$ cat config.mk
export PLATFORM = sky130hd
export DESIGN_NAME = stx_top
export DESIGN_NICKNAME = d
export VERILOG_FILES = /design/src/common/stx_pkg.sv /design/src/verilog/stx_baud.sv /design/src/verilog/stx_rxq.sv /design/src/verilog/stx_top.sv
export VERILOG_INCLUDE_DIRS = /design/src /design/src/common
export SDC_FILE = /design/constraint.sdc
export NUM_CORES = 1
export LEC_CHECK = 0
export ABC_AREA = 0
export BUFFER_PORTS_ARGS = -buffer_cell sky130_fd_sc_hd__buf_2
export CELL_PAD_IN_SITES_DETAIL_PLACEMENT = 1
export CELL_PAD_IN_SITES_GLOBAL_PLACEMENT = 1
export CORE_MARGIN = 10
export CORE_UTILIZATION = 30
export CTS_CLUSTER_SIZE = 12
export DETAILED_ROUTE_END_ITERATION = 16
export PLACE_DENSITY = 0.63
export SYNTH_ARGS = -nofsm -noshare
export SYNTH_HDL_FRONTEND = slang
export SYNTH_SLANG_ARGS = --single-unit
$ cat constraint.sdc
create_clock -name CLK -period 6.6 [get_ports CLK]
set_input_delay 0.99 -clock CLK [delete_from_list [all_inputs] [get_ports CLK]]
set_output_delay 0.99 -clock CLK [all_outputs]
set_load 0.01 [all_outputs]
$ cat src/common/stx_consts.svh
// Offsets, field positions, reset values and timing counts of the serial transmit block
`ifndef STX_CONSTS_SVH
`define STX_CONSTS_SVH

// Register word addresses
`define STX_ADDR_STA        4'h0
`define STX_ADDR_TXDATA     4'h1
`define STX_ADDR_RXDATA     4'h2
`define STX_ADDR_IRQ_STATUS 4'h3
`define STX_ADDR_IRQ_MASK   4'h4
`define STX_ADDR_BAUD       4'h5

// Status/control field positions
`define STX_BIT_TXISEL1     15
`define STX_BIT_TXINV       14
`define STX_BIT_TXISEL0     13
`define STX_BIT_UNIMPL      12
`define STX_BIT_BREAK       11
`define STX_BIT_TXEN        10
`define STX_BIT_TXBF        9
`define STX_BIT_TX_SHIFT_EMPTY        8
`define STX_BIT_RXISEL1     7
`define STX_BIT_RXISEL0     6
`define STX_BIT_INFRARED_ENCODE_ON        0

// Reset values
`define STX_STA_RESET       16'h0000
`define STX_BAUD_RESET      16'h0363

// Interrupt status bits
`define STX_IRQ_TX          0
`define STX_IRQ_RX          1

// Buffer sizes and fill levels
`define STX_TX_DEPTH        4
`define STX_RX_DEPTH        4
`define STX_RX_LVL_FULL     3'h4
`define STX_RX_LVL_3Q       3'h3

// Bit times sent between the start bit and the stop bit
`define STX_DATA_BITS       4'h8
`define STX_BREAK_BITS      4'hC

`endif

$ cat src/common/stx_pkg.sv
// Types shared by the serial transmit block
package stx_pkg;

    // Transmit interrupt modes
    typedef enum logic [1:0] {
        STX_TXI_ANY   = 2'h0,
        STX_TXI_DONE  = 2'h1,
        STX_TXI_EMPTY = 2'h2,
        STX_TXI_RSVD  = 2'h3
    } stx_txi_t;

    // Shifter states
    typedef enum logic [1:0] {
        STX_IDLE  = 2'h0,
        STX_START = 2'h1,
        STX_DATA  = 2'h2,
        STX_STOP  = 2'h3
    } stx_state_t;

endpackage : stx_pkg

$ cat src/verilog/stx_baud.sv
// Bit-time tick generator
`timescale 1ns/1ns
`default_nettype none
module stx_baud (
    input  wire logic        CLK,
    input  wire logic        RSTN,
    input  wire logic        run,
    input  wire logic [15:0] divisor,
    output logic             tick
);
    logic [15:0] count;  // Cycles left in bit time

    // Count down, pulse at zero; reload while stopped so the start bit is full length
    always_ff @(posedge CLK) begin
        if (!RSTN || !run) begin
            count <= divisor;
            tick  <= 1'b0;
        end else if (count == 16'h0000) begin
            count <= divisor;
            tick  <= 1'b1;
        end else begin
            count <= count - 16'h0001;
            tick  <= 1'b0;
        end
    end
endmodule : stx_baud
`default_nettype wire

$ cat src/verilog/stx_rxq.sv
// Receive buffer of four characters with fill-level output
`timescale 1ns/1ns
`default_nettype none
`include "stx_consts.svh"
module stx_rxq (
    input  wire logic       CLK,
    input  wire logic       RSTN,
    input  wire logic       push,
    input  wire logic [7:0] push_data,
    input  wire logic       pop,
    output logic [7:0]      head,
    output logic [2:0]      level
);
    logic [7:0] mem [0:3];  // Character storage
    logic [1:0] wptr;       // Write pointer
    logic [1:0] rptr;       // Read pointer
    logic       do_push;    // Accepted push
    logic       do_pop;     // Accepted pop

    assign do_push = push && (level != `STX_RX_LVL_FULL);
    assign do_pop  = pop && (level != 3'h0);
    assign head    = mem[rptr];

    // Storage write
    always_ff @(posedge CLK) begin
        if (do_push) begin
            mem[wptr] <= push_data;
        end
    end

    // Pointers and level
    always_ff @(posedge CLK) begin
        if (!RSTN) begin
            wptr  <= 2'h0;
            rptr  <= 2'h0;
            level <= 3'h0;
        end else begin
            if (do_push) begin
                wptr <= wptr + 2'h1;
            end
            if (do_pop) begin
                rptr <= rptr + 2'h1;
            end
            level <= level + {2'h0, do_push} - {2'h0, do_pop};
        end
    end
endmodule : stx_rxq
`default_nettype wire

$ cat src/verilog/stx_top.sv
// Serial port transmit control, status and interrupt-mode logic
`timescale 1ns/1ns
`default_nettype none
`include "stx_consts.svh"
module stx_top
    import stx_pkg::*;
(
    input  wire logic        CLK,
    input  wire logic        RSTN,
    input  wire logic [3:0]  ADDR,
    input  wire logic [15:0] WDATA,
    input  wire logic        WR,
    input  wire logic        RD,
    output logic      [15:0] RDATA,
    input  wire logic        SERIAL_IN_PIN,
    output logic             SERIAL_OUT_PIN,
    output logic             SERIAL_OUT_OE,
    output logic             IRQ
);
    import stx_pkg::*;

    ////////////////////////////////////////////////////////////////////////
    // Declarations
    ////////////////////////////////////////////////////////////////////////
    logic [1:0]  tx_irq_mode;         // Transmit interrupt mode
    logic        tx_polarity_invert;  // Output inversion
    logic        infrared_encode_on;  // Pulse encoding on
    logic        send_break;          // Break request
    logic        tx_enable;           // Transmit enable
    logic [1:0]  rx_irq_mode;         // Receive interrupt mode
    logic [15:0] baud_div;            // Bit time divisor
    logic [1:0]  irq_status;          // Sticky events
    logic [1:0]  irq_mask;            // Event enables
    logic [7:0]  txb [0:3];           // Transmit buffer
    logic [1:0]  tx_wp;               // Buffer write pointer
    logic [1:0]  tx_rp;               // Buffer read pointer
    logic [2:0]  tx_cnt;              // Buffer fill
    stx_state_t  state;               // Shifter state
    logic [11:0] shreg;               // Shift data
    logic [3:0]  bitn;                // Bits left
    logic        is_break;            // Frame is a break
    logic        line;                // Unencoded line level
    logic        tick;                // Bit time pulse
    logic        tx_push;             // Accepted write
    logic        tx_load;             // Shifter load
    logic        tx_done;             // Last frame finished
    logic        tx_buffer_full;      // No free slot
    logic        tx_shift_empty;      // All idle
    logic        rx_s1;               // Input sync stage 1
    logic        rx_s2;               // Input sync stage 2
    logic        rx_push;             // Received character
    logic [7:0]  rx_char;             // Received value
    logic [7:0]  rx_head;             // Oldest received
    logic [2:0]  rx_level;            // Receive fill
    logic [2:0]  rx_level_d;          // Previous fill
    logic        rx_pop;              // Data read
    logic        tx_ev;               // Transmit event
    logic        rx_ev;               // Receive event
    logic        next_out;            // Next pin level

    // Effective transmit mode, reserved folds to 00
    function automatic stx_txi_t eff_mode(input logic [1:0] m);
        eff_mode = (m == 2'h3) ? STX_TXI_ANY : stx_txi_t'(m);
    endfunction : eff_mode

    ////////////////////////////////////////////////////////////////////////
    // Sub-blocks
    ////////////////////////////////////////////////////////////////////////
    stx_baud u_baud (
        .CLK     (CLK),
        .RSTN    (RSTN),
        .run     (state != STX_IDLE),
        .divisor (baud_div),
        .tick    (tick)
    );

    stx_rxq u_rxq (
        .CLK       (CLK),
        .RSTN      (RSTN),
        .push      (rx_push),
        .push_data (rx_char),
        .pop       (rx_pop),
        .head      (rx_head),
        .level     (rx_level)
    );

    ////////////////////////////////////////////////////////////////////////
    // Register writes
    ////////////////////////////////////////////////////////////////////////
    assign tx_push = WR && (ADDR == `STX_ADDR_TXDATA) && tx_enable && !tx_buffer_full;
    assign rx_pop  = RD && (ADDR == `STX_ADDR_RXDATA);

    // Control fields
    always_ff @(posedge CLK) begin
        if (!RSTN) begin
            tx_irq_mode        <= 2'h0;
            tx_polarity_invert <= 1'b0;
            infrared_encode_on <= 1'b0;
            tx_enable          <= 1'b0;
            rx_irq_mode        <= 2'h0;
            baud_div           <= `STX_BAUD_RESET;
            irq_mask           <= 2'h0;
        end else if (WR) begin
            case (ADDR)
                `STX_ADDR_STA: begin
                    tx_irq_mode        <= {WDATA[`STX_BIT_TXISEL1], WDATA[`STX_BIT_TXISEL0]};
                    tx_polarity_invert <= WDATA[`STX_BIT_TXINV];
                    tx_enable          <= WDATA[`STX_BIT_TXEN];
                    rx_irq_mode        <= WDATA[`STX_BIT_RXISEL1:`STX_BIT_RXISEL0];
                    infrared_encode_on <= WDATA[`STX_BIT_INFRARED_ENCODE_ON];
                end
                `STX_ADDR_BAUD:     baud_div <= WDATA;
                `STX_ADDR_IRQ_MASK: irq_mask <= WDATA[1:0];
                default: ;
            endcase
        end
    end

    // Break bit: set by software, cleared by hardware after break frame
    always_ff @(posedge CLK) begin
        if (!RSTN) begin
            send_break <= 1'b0;
        end else if (!tx_enable) begin
            send_break <= 1'b0;
        end else if (state == STX_STOP && tick && is_break) begin
            send_break <= 1'b0;
        end else if (WR && ADDR == `STX_ADDR_STA && WDATA[`STX_BIT_BREAK]) begin
            send_break <= 1'b1;
        end
    end

    ////////////////////////////////////////////////////////////////////////
    // Transmit buffer
    ////////////////////////////////////////////////////////////////////////
    assign tx_buffer_full = (tx_cnt == 3'h4);
    assign tx_load = tx_enable && state == STX_IDLE && (tx_cnt != 3'h0 || send_break);
    assign tx_shift_empty = (state == STX_IDLE) && (tx_cnt == 3'h0);

    // Storage write
    always_ff @(posedge CLK) begin
        if (tx_push) begin
            txb[tx_wp] <= WDATA[7:0];
        end
    end

    // Pointers, flushed when disabled
    always_ff @(posedge CLK) begin
        if (!RSTN || !tx_enable) begin
            tx_wp  <= 2'h0;
            tx_rp  <= 2'h0;
            tx_cnt <= 3'h0;
        end else begin
            if (tx_push) begin
                tx_wp <= tx_wp + 2'h1;
            end
            if (tx_load && !send_break) begin
                tx_rp <= tx_rp + 2'h1;
            end
            tx_cnt <= tx_cnt + {2'h0, tx_push} - {2'h0, tx_load && !send_break};
        end
    end

    ////////////////////////////////////////////////////////////////////////
    // Shifter
    ////////////////////////////////////////////////////////////////////////
    // Frame sequencer; break frame sends twelve zero bits
    always_ff @(posedge CLK) begin
        if (!RSTN || !tx_enable) begin
            state    <= STX_IDLE;
            shreg    <= 12'h000;
            bitn     <= 4'h0;
            is_break <= 1'b0;
            line     <= 1'b1;
        end else begin
            case (state)
                STX_IDLE: begin
                    line <= 1'b1;
                    if (tx_load) begin
                        is_break <= send_break;
                        shreg    <= send_break ? 12'h000 : {4'h0, txb[tx_rp]};
                        bitn     <= send_break ? `STX_BREAK_BITS : `STX_DATA_BITS;
                        state    <= STX_START;
                        line     <= 1'b0;
                    end
                end
                STX_START: begin
                    if (tick) begin
                        line  <= shreg[0];
                        shreg <= {1'b0, shreg[11:1]};
                        bitn  <= bitn - 4'h1;
                        state <= STX_DATA;
                    end
                end
                STX_DATA: begin
                    if (tick) begin
                        if (bitn == 4'h0) begin
                            line  <= 1'b1;
                            state <= STX_STOP;
                        end else begin
                            line  <= shreg[0];
                            shreg <= {1'b0, shreg[11:1]};
                            bitn  <= bitn - 4'h1;
                        end
                    end
                end
                STX_STOP: begin
                    if (tick) begin
                        state <= STX_IDLE;
                    end
                end
                default: state <= STX_IDLE;
            endcase
        end
    end

    assign tx_done = (state == STX_STOP) && tick && (tx_cnt == 3'h0) && !send_break;

    // Transmit event selection
    always_comb begin
        case (eff_mode(tx_irq_mode))
            STX_TXI_EMPTY: tx_ev = tx_load && !send_break && tx_cnt == 3'h1 && !tx_push;
            STX_TXI_DONE:  tx_ev = tx_done;
            default:       tx_ev = tx_load && !send_break;
        endcase
    end

    // Output level: idle polarity depends on encoding and inversion
    always_comb begin
        if (infrared_encode_on) begin
            next_out = (!line && tick) ^ tx_polarity_invert;
        end else begin
            next_out = line ^ tx_polarity_invert;
        end
    end

    // Pin drive, released to port when disabled
    always_ff @(posedge CLK) begin
        if (!RSTN) begin
            SERIAL_OUT_PIN <= 1'b1;
            SERIAL_OUT_OE  <= 1'b0;
        end else begin
            SERIAL_OUT_PIN <= next_out;
            SERIAL_OUT_OE  <= tx_enable;
        end
    end

    ////////////////////////////////////////////////////////////////////////
    // Receive path (simplified: caller-facing level events)
    ////////////////////////////////////////////////////////////////////////
    // Input synchroniser and previous receive fill; the loop-back push is tied to zero
    always_ff @(posedge CLK) begin
        if (!RSTN) begin
            rx_s1      <= 1'b1;
            rx_s2      <= 1'b1;
            rx_level_d <= 3'h0;
        end else begin
            rx_s1      <= SERIAL_IN_PIN;
            rx_s2      <= rx_s1;
            rx_level_d <= rx_level;
        end
    end

    assign rx_push = tx_done && !rx_s2 && 1'b0;
    assign rx_char = rx_head;

    // Receive event selection on a transfer into the buffer
    always_comb begin
        rx_ev = 1'b0;
        if (rx_level > rx_level_d) begin
            case (rx_irq_mode)
                2'h3:    rx_ev = (rx_level == `STX_RX_LVL_FULL);
                2'h2:    rx_ev = (rx_level == `STX_RX_LVL_3Q);
                default: rx_ev = 1'b1;
            endcase
        end
    end

    ////////////////////////////////////////////////////////////////////////
    // Interrupts and read-back
    ////////////////////////////////////////////////////////////////////////
    // Sticky status, set wins over write-one-to-clear
    always_ff @(posedge CLK) begin
        if (!RSTN) begin
            irq_status <= 2'h0;
        end else begin
            irq_status <= (irq_status & ~((WR && ADDR == `STX_ADDR_IRQ_STATUS) ?
                          WDATA[1:0] : 2'h0)) | {rx_ev, tx_ev};
        end
    end

    // Level interrupt output
    always_ff @(posedge CLK) begin
        if (!RSTN) begin
            IRQ <= 1'b0;
        end else begin
            IRQ <= |(irq_status & irq_mask);
        end
    end

    // Read data, valid the cycle after the strobe
    always_ff @(posedge CLK) begin
        if (!RSTN) begin
            RDATA <= 16'h0000;
        end else if (RD) begin
            case (ADDR)
                `STX_ADDR_STA: RDATA <= {tx_irq_mode[1], tx_polarity_invert, tx_irq_mode[0],
                                         1'b0, send_break, tx_enable,
                                         tx_buffer_full, tx_shift_empty,
                                         rx_irq_mode, 5'h00, infrared_encode_on};
                `STX_ADDR_RXDATA:     RDATA <= {8'h00, rx_head};
                `STX_ADDR_IRQ_STATUS: RDATA <= {14'h0000, irq_status};
                `STX_ADDR_IRQ_MASK:   RDATA <= {14'h0000, irq_mask};
                `STX_ADDR_BAUD:       RDATA <= baud_div;
                default:              RDATA <= 16'h0000;
            endcase
        end else begin
            RDATA <= 16'h0000;
        end
    end

    ////////////////////////////////////////////////////////////////////////
    // Assertions
    ////////////////////////////////////////////////////////////////////////
    property p_full;
        @(posedge CLK) disable iff (!RSTN) tx_buffer_full |-> tx_cnt == 3'h4;
    endproperty
    a_full: assert property (p_full) else $error("full flag wrong");

    property p_empty;
        @(posedge CLK) disable iff (!RSTN) tx_shift_empty |-> !is_break || state == STX_IDLE;
    endproperty
    a_empty: assert property (p_empty) else $error("empty flag wrong");

    property p_oe;
        @(posedge CLK) disable iff (!RSTN) !tx_enable |=> !SERIAL_OUT_OE && state == STX_IDLE;
    endproperty
    a_oe: assert property (p_oe) else $error("disable not honoured");

    property p_en;
        @(posedge CLK) disable iff (!RSTN) tx_enable |=> SERIAL_OUT_OE;
    endproperty
    a_en: assert property (p_en) else $error("pin not driven");

    property p_idle;
        @(posedge CLK) disable iff (!RSTN)
            (state == STX_IDLE && !infrared_encode_on && $stable(tx_polarity_invert))
            |=> SERIAL_OUT_PIN == !$past(tx_polarity_invert);
    endproperty
    a_idle: assert property (p_idle) else $error("idle level wrong");

    property p_rsvd;
        @(posedge CLK) disable iff (!RSTN)
            (tx_irq_mode == 2'h3 && tx_load && !send_break) |=> irq_status[`STX_IRQ_TX];
    endproperty
    a_rsvd: assert property (p_rsvd) else $error("reserved mode wrong");

    property p_rx4;
        @(posedge CLK) disable iff (!RSTN) (rx_ev && rx_irq_mode == 2'h3) |-> rx_level == 3'h4;
    endproperty
    a_rx4: assert property (p_rx4) else $error("rx full event wrong");

    property p_irq;
        @(posedge CLK) disable iff (!RSTN) |(irq_status & irq_mask) |=> IRQ;
    endproperty
    a_irq: assert property (p_irq) else $error("irq not raised");

    c_break: cover property (@(posedge CLK) disable iff (!RSTN) is_break && state == STX_STOP);
    c_done:  cover property (@(posedge CLK) disable iff (!RSTN) tx_done);
    c_full:  cover property (@(posedge CLK) disable iff (!RSTN) tx_buffer_full);

endmodule : stx_top
`default_nettype wire

Word level (Yosys, flattened, before mapping)
Memories as Yosys holds them, arrays and structs flattened. A register that Yosys moved wholly into a read port is not among the register bits.
Cells that the tools add are included.
{"block": "totals", "ff_bits": 97, "ramBits": 32, "in_bits": 25, "output_inout_bits": 19, "word_cells": 150, "n_memories": 1}
{"memory": "txb", "words": 4, "width": 8, "rd": 1, "rd_clocked_by_memory_dff": 1, "write_ports": 1, "line_no": "stx_top.sv:34", "text": "logic [7:0] txb [0:3];"}
{"block": "classes", "n_addsub": 7, "n_lt_le_gt_ge": 1, "n_eq_ne": 23, "muxes": 37, "bitwise_logic": 8, "n_reduce_logical": 48}
{"operator": "$pmux W16 S5", "count": 1}
{"operator": "$mux W12", "count": 4}
{"operator": "$pmux W12 S3", "count": 1}
{"operator": "$mux W16", "count": 2}
{"operator": "$logic_and A1 B1 Y1", "count": 19}
{"operator": "$mux W2", "count": 9}
{"operator": "$logic_not A16 Y1", "count": 1}
{"operator": "$mux W4", "count": 4}
{"operator": "$sub A16 B1 Y16 const B", "count": 1}
{"operator": "$eq A2 B2 Y1 const B", "count": 6}
{"operator": "$pmux W4 S3", "count": 1}
{"operator": "$reduce_and A2 Y1", "count": 5}
{"operator": "$reduce_and A5 Y1", "count": 2}
{"operator": "$mux W1", "count": 9}
{"operator": "$reduce_bool A3 Y1", "count": 3}
{"operator": "$eq A4 B2 Y1 const B", "count": 2}
{"operator": "$eq A4 B3 Y1 const B", "count": 2}
{"operator": "$logic_not A4 Y1", "count": 2}
{"operator": "$mux W8", "count": 1}
{"operator": "$pmux W2 S4", "count": 1}
{"operator": "$logic_not A1 Y1", "count": 7}
{"operator": "$eq A3 B3 Y1 const B", "count": 2}
{"operator": "$ne A2 B1 Y1 const B", "count": 3}
{"operator": "$ne A2 B2 Y1 const B", "count": 3}
{"operator": "24 further kinds", "count": 33}

Logic depth before layout (Yosys ltp)
{"block": "logic_depth", "ltp_word": 8, "depth_mapped": 12, "depth_no_buf": 11}

Hierarchy
From an unflattened synthesis, not the netlist that was laid out.
{"block": "unflattened", "cells_unflattened": 596, "hier_area_um2": 7111.8}
{"mod": "stx_top", "instances": 1, "cells_each": 424, "area_per_inst_um2": 4524.3, "seq_area_each_um2": 2462.4}
{"mod": "stx_rxq", "instances": 1, "cells_each": 88, "area_per_inst_um2": 1646.6, "seq_area_each_um2": 1141.1}
{"mod": "stx_baud", "instances": 1, "cells_each": 84, "area_per_inst_um2": 940.9, "seq_area_each_um2": 340.3}

Worst setup path after synthesis
No wires, ideal clock.
{"block": "synth_timing", "path_kind": "in2reg", "from": "input ADDR[1]", "to": "register tx_cnt[2]", "setup_ps": 128, "arrival_time_ps": 2881, "t_required_ps": 6472, "path_slack_ps": 3592, "stages": 10, "n_path_buf": 1, "path_cell_list": "buf_2 or2_2 nor3_2 xor2_1 ha_1 inv_1 fa_1 xor2_1 xnor2_1 nor2_1"}
{"block": "synth_between", "elab_chain_len": 6}
{"element": "start: declaration", "line_no": "stx_top.sv:10", "text": "input wire logic [3:0] ADDR,"}
{"element": "$eq A4 B1 Y1 (no line)"}
{"element": "$logic_and A1 B1 Y1 (3 in series)", "line_no": "stx_top.sv:90", "text": "assign tx_push = WR && (ADDR == `STX_ADDR_TXDATA) && tx_enable && !tx_buffer_full;"}
{"element": "$add A3 B1 Y3", "line_no": "stx_top.sv:159", "text": "tx_cnt <= tx_cnt + {2'h0, tx_push} - {2'h0, tx_load && !send_break};"}
{"element": "$sub A3 B1 Y3", "line_no": "stx_top.sv:159"}
{"element": "end signal: assignment", "line_no": "stx_top.sv:159"}
{"element": "end: declaration", "line_no": "stx_top.sv:37", "text": "logic [2:0] tx_cnt;"}
No other way between the ends.
A chain may end at the register's enable or synchronous reset.

Worst setup path after layout
Ends and elaborated chain as after synthesis.

==> results_dict.tcl <==
set metrics [dict create \
    status "complete, no violations" \
    cp-start-kind "input pin" \
    ctsResizeCount 0 \
    worst-setup-path-type "input pin to flip-flop" \
    hold_class "flip-flop to flip-flop" \
    ys.flop_type "dfxtp_1" \
    synthSimpleGateAreaFrac_pct 17.0 \
    synthDominantCellAreaShare_pct 33.9 \
    layout-area-overhead-vs-synth_pct 17.3 \
    place_congestion 0.790 \
    utilization_pct 36.2 \
    port_buffers 42 \
    drtIter0Drc 228 \
    layout-drive-gt1-share_pct 20.0 \
    synth_xor_area_share_pct 3.13 \
    die_x_um 157 \
    yosys.area_share.adder_pct 4.82 \
    crit_chain "buf_2, or2_2, nor3_2, xor2_1, ha_1, inv_1, fa_1, xor2_1, xnor2_1, nor2_1" \
    grt_overflow 0 \
    routedWlPerCell_um 17.9 \
    synth_edf_count 32 \
    grt_pass1_vias 4186 \
    synth_cells 505 \
    numCtsBuffers 17 \
    post_cts_buffers 0 \
    crit_top_cell "xor2_1" \
    die_area_sq_mm 0.0246 \
    n_fill_cell 2025 \
    clk_pin_slew_worst_paths_ps 60 \
    dr_total_vias 3883 \
    std_cell_rows 49 \
    detailed_place_hpwl_mm 9.87 \
    syn_avg_cell_area_sq_um 11.1 \
    muxShareOfSynthArea_pct 8.35 \
    synth_nets 551 \
    fin_tns_setup_ps 0 \
    antenna_left 0 \
    yosys.cell_types.count 66 \
    min_period_over_period_pct 43.3 \
    cts_sinks 127 \
    grt_antenna_before_repair 0 \
    setup_viol 0 \
    grt_usage_pct 12.1 \
    worst_setup_path_end_kind "flip-flop" \
    grt_max_degree 42 \
    synth_area_leader_cell "dfxtp_1" \
    drt-total-wl_mm 14.0 \
    layout_commonest_cell "dfxtp_1" \
    slew-limit-headroom_pct 29.3 \
    required_ps 6890 \
    rsz0062_at_grt "false" \
    worstPathArrival_ps 3140 \
    cp_slowest_stage_delay_ps 470 \
    path_max_fanout 12 \
    cts-root-buf "clkbuf_16" \
    avgViaCountPerCell 4.95 \
    die_y_um 157 \
    netlist_area_sq_mm 0.00561 \
    hold_viol_final 0 \
    finalPower_mw 1.81 \
    power.leakage_nw 2.41 \
    max-vdd-ir-drop_uv 173 \
    core_area_sq_mm 0.0181 \
    initial_core_util_pct 30.9 \
    ys_seq_elements 127 \
    worstMarginPinSlew_ps 1050 \
    fin_nets 588 \
    htreeDepth 4 \
    fmax_mhz 350 \
    drv_cap 0 \
    synthTopCellsByArea "dfxtp_1, edfxtp_1, ha_1, nand2_1, mux4_2" \
    clk_latency_ps 420 \
    period_needed_ps 2860 \
    skew_ps 6.07 \
    crit_slowest_cell "nor3_2" \
    yosysSeqAreaShare_pct 51.1 \
    grt_pass1_wl_mm 22.9 \
    postCtsHoldBufs 0 \
    synth_top_family_by_area "simple AND/OR/NAND/NOR gates" \
    drt_pass1_iterations 4 \
    ys_warn_count 0 \
    clockBufferDepth 2 \
    cts_tree "yes" \
    diodes 0 \
    synth_compound_area_share_pct 11.8 \
    p_per_area_mw_per_mm2 275 \
    final_cell_mix "dfxtp_1, nand2_1, buf_2" \
    finalMaxSlewViolations 0 \
    ios 44 \
    drc 0 \
    async_reset_ff_share_pct 0 \
]
## metal layers
layer  GRT usage (%)  share of wire [%]  up-vias
li1                -                  -     1889
met5               0                  0        -
met4            4.85                1.6        0
met3            3.45                4.4       16
met1            14.5                 45     1912
met2            20.0                 49       66
## worst max-delay path, delay by kind of cell
kind	cells	cell delay, ps
xor+xnor	3	500
fa+ha+maj	2	530
buf+inv	2	230
simple gates	3	870
## logic make-up (layout without fill, tap and decap cells)
kind of cell	Yosys count	count (layout)
fa+ha+maj	21	21
mux	32	32
buf+inv	44	94
flops	127	127
simple gates	171	171
compound gates	90	90
xor+xnor	20	20
## final cells by class
class | count | area [sq um] | area share [%]
Tap cell | 229 | 287 | 4.36
Clock buffer | 21 | 484 | 7.36
Multi-Input combinational cell | 334 | 2530 | 38.4
Clock inverter | 11 | 126 | 1.92
Inverter | 19 | 71.3 | 1.08
Sequential cell | 127 | 2860 | 43.5
Timing Repair Buffer | 43 | 218 | 3.31
## state kept, by name, indices dropped and copies added (netlist names), 2 cells and up, named ones only
register / flops
rx_irq_mode: 2
tx_wp: 2
bitn: 4
tx_rp: 2
irq_status: 2
irq_mask: 2
rx_level_d: 3
u_baud.count: 16
state: 2
tx_cnt: 3
tx_irq_mode: 2
txb: 32
shreg: 8
RDATA: 16
baud_div: 16
u_rxq.level: 3
## stage by stage
stage	hold WS [ps]	cell area [sq um]	setup slack (ps)	std cells
2_1_floorplan	425	5610	3590	505
3_3_place_gp	449	5970	3390	752
3_5_place_dp	467	5970	3300	752
4_1_cts	470	6580	3730	784
5_1_grt	497	6580	3510	784
6_report	466	6580	3740	784
## cell usage after synthesis, drive strengths merged (3+ instances only)
master  count
clkbuf     14
nor3b       3
nor4        5
nand3      15
mux2i      10
a21oi      16
inv        19
a31oi       3
a22oi      16
nor2b      10
dfxtp      95
edfxtp     32
xor2        7
nor3       12
nor2       31
xnor2      13
nand2b      3
o211ai      4
nand2      50
mux4        8
and2       15
a21boi     19
buf        11
nand3b      4
mux2       14
ha         20
nand4b      5
nand4       6
o21ai      11
o21a        3
## path summary, 6_finish.rpt
check | startpoint | end | slack (ps) | cells after the start
worst min register to register | is_break | send_break | 470 | 1
worst max register to register | state[1] | tx_cnt[2] | 3750 | 11
worst min-delay path | is_break | send_break | 470 | 1
worst max-delay path | ADDR[1] | tx_cnt[2] | 3740 | 10
## where the power goes
part           switching [mW]  total [mW]  internal [mW]
clock                   0.354       0.957          0.603
sequential            0.00456       0.806          0.801
combinational          0.0275      0.0435         0.0161
total                   0.386        1.81           1.42
No activity file was read; power rests on OpenSTA's default activity.
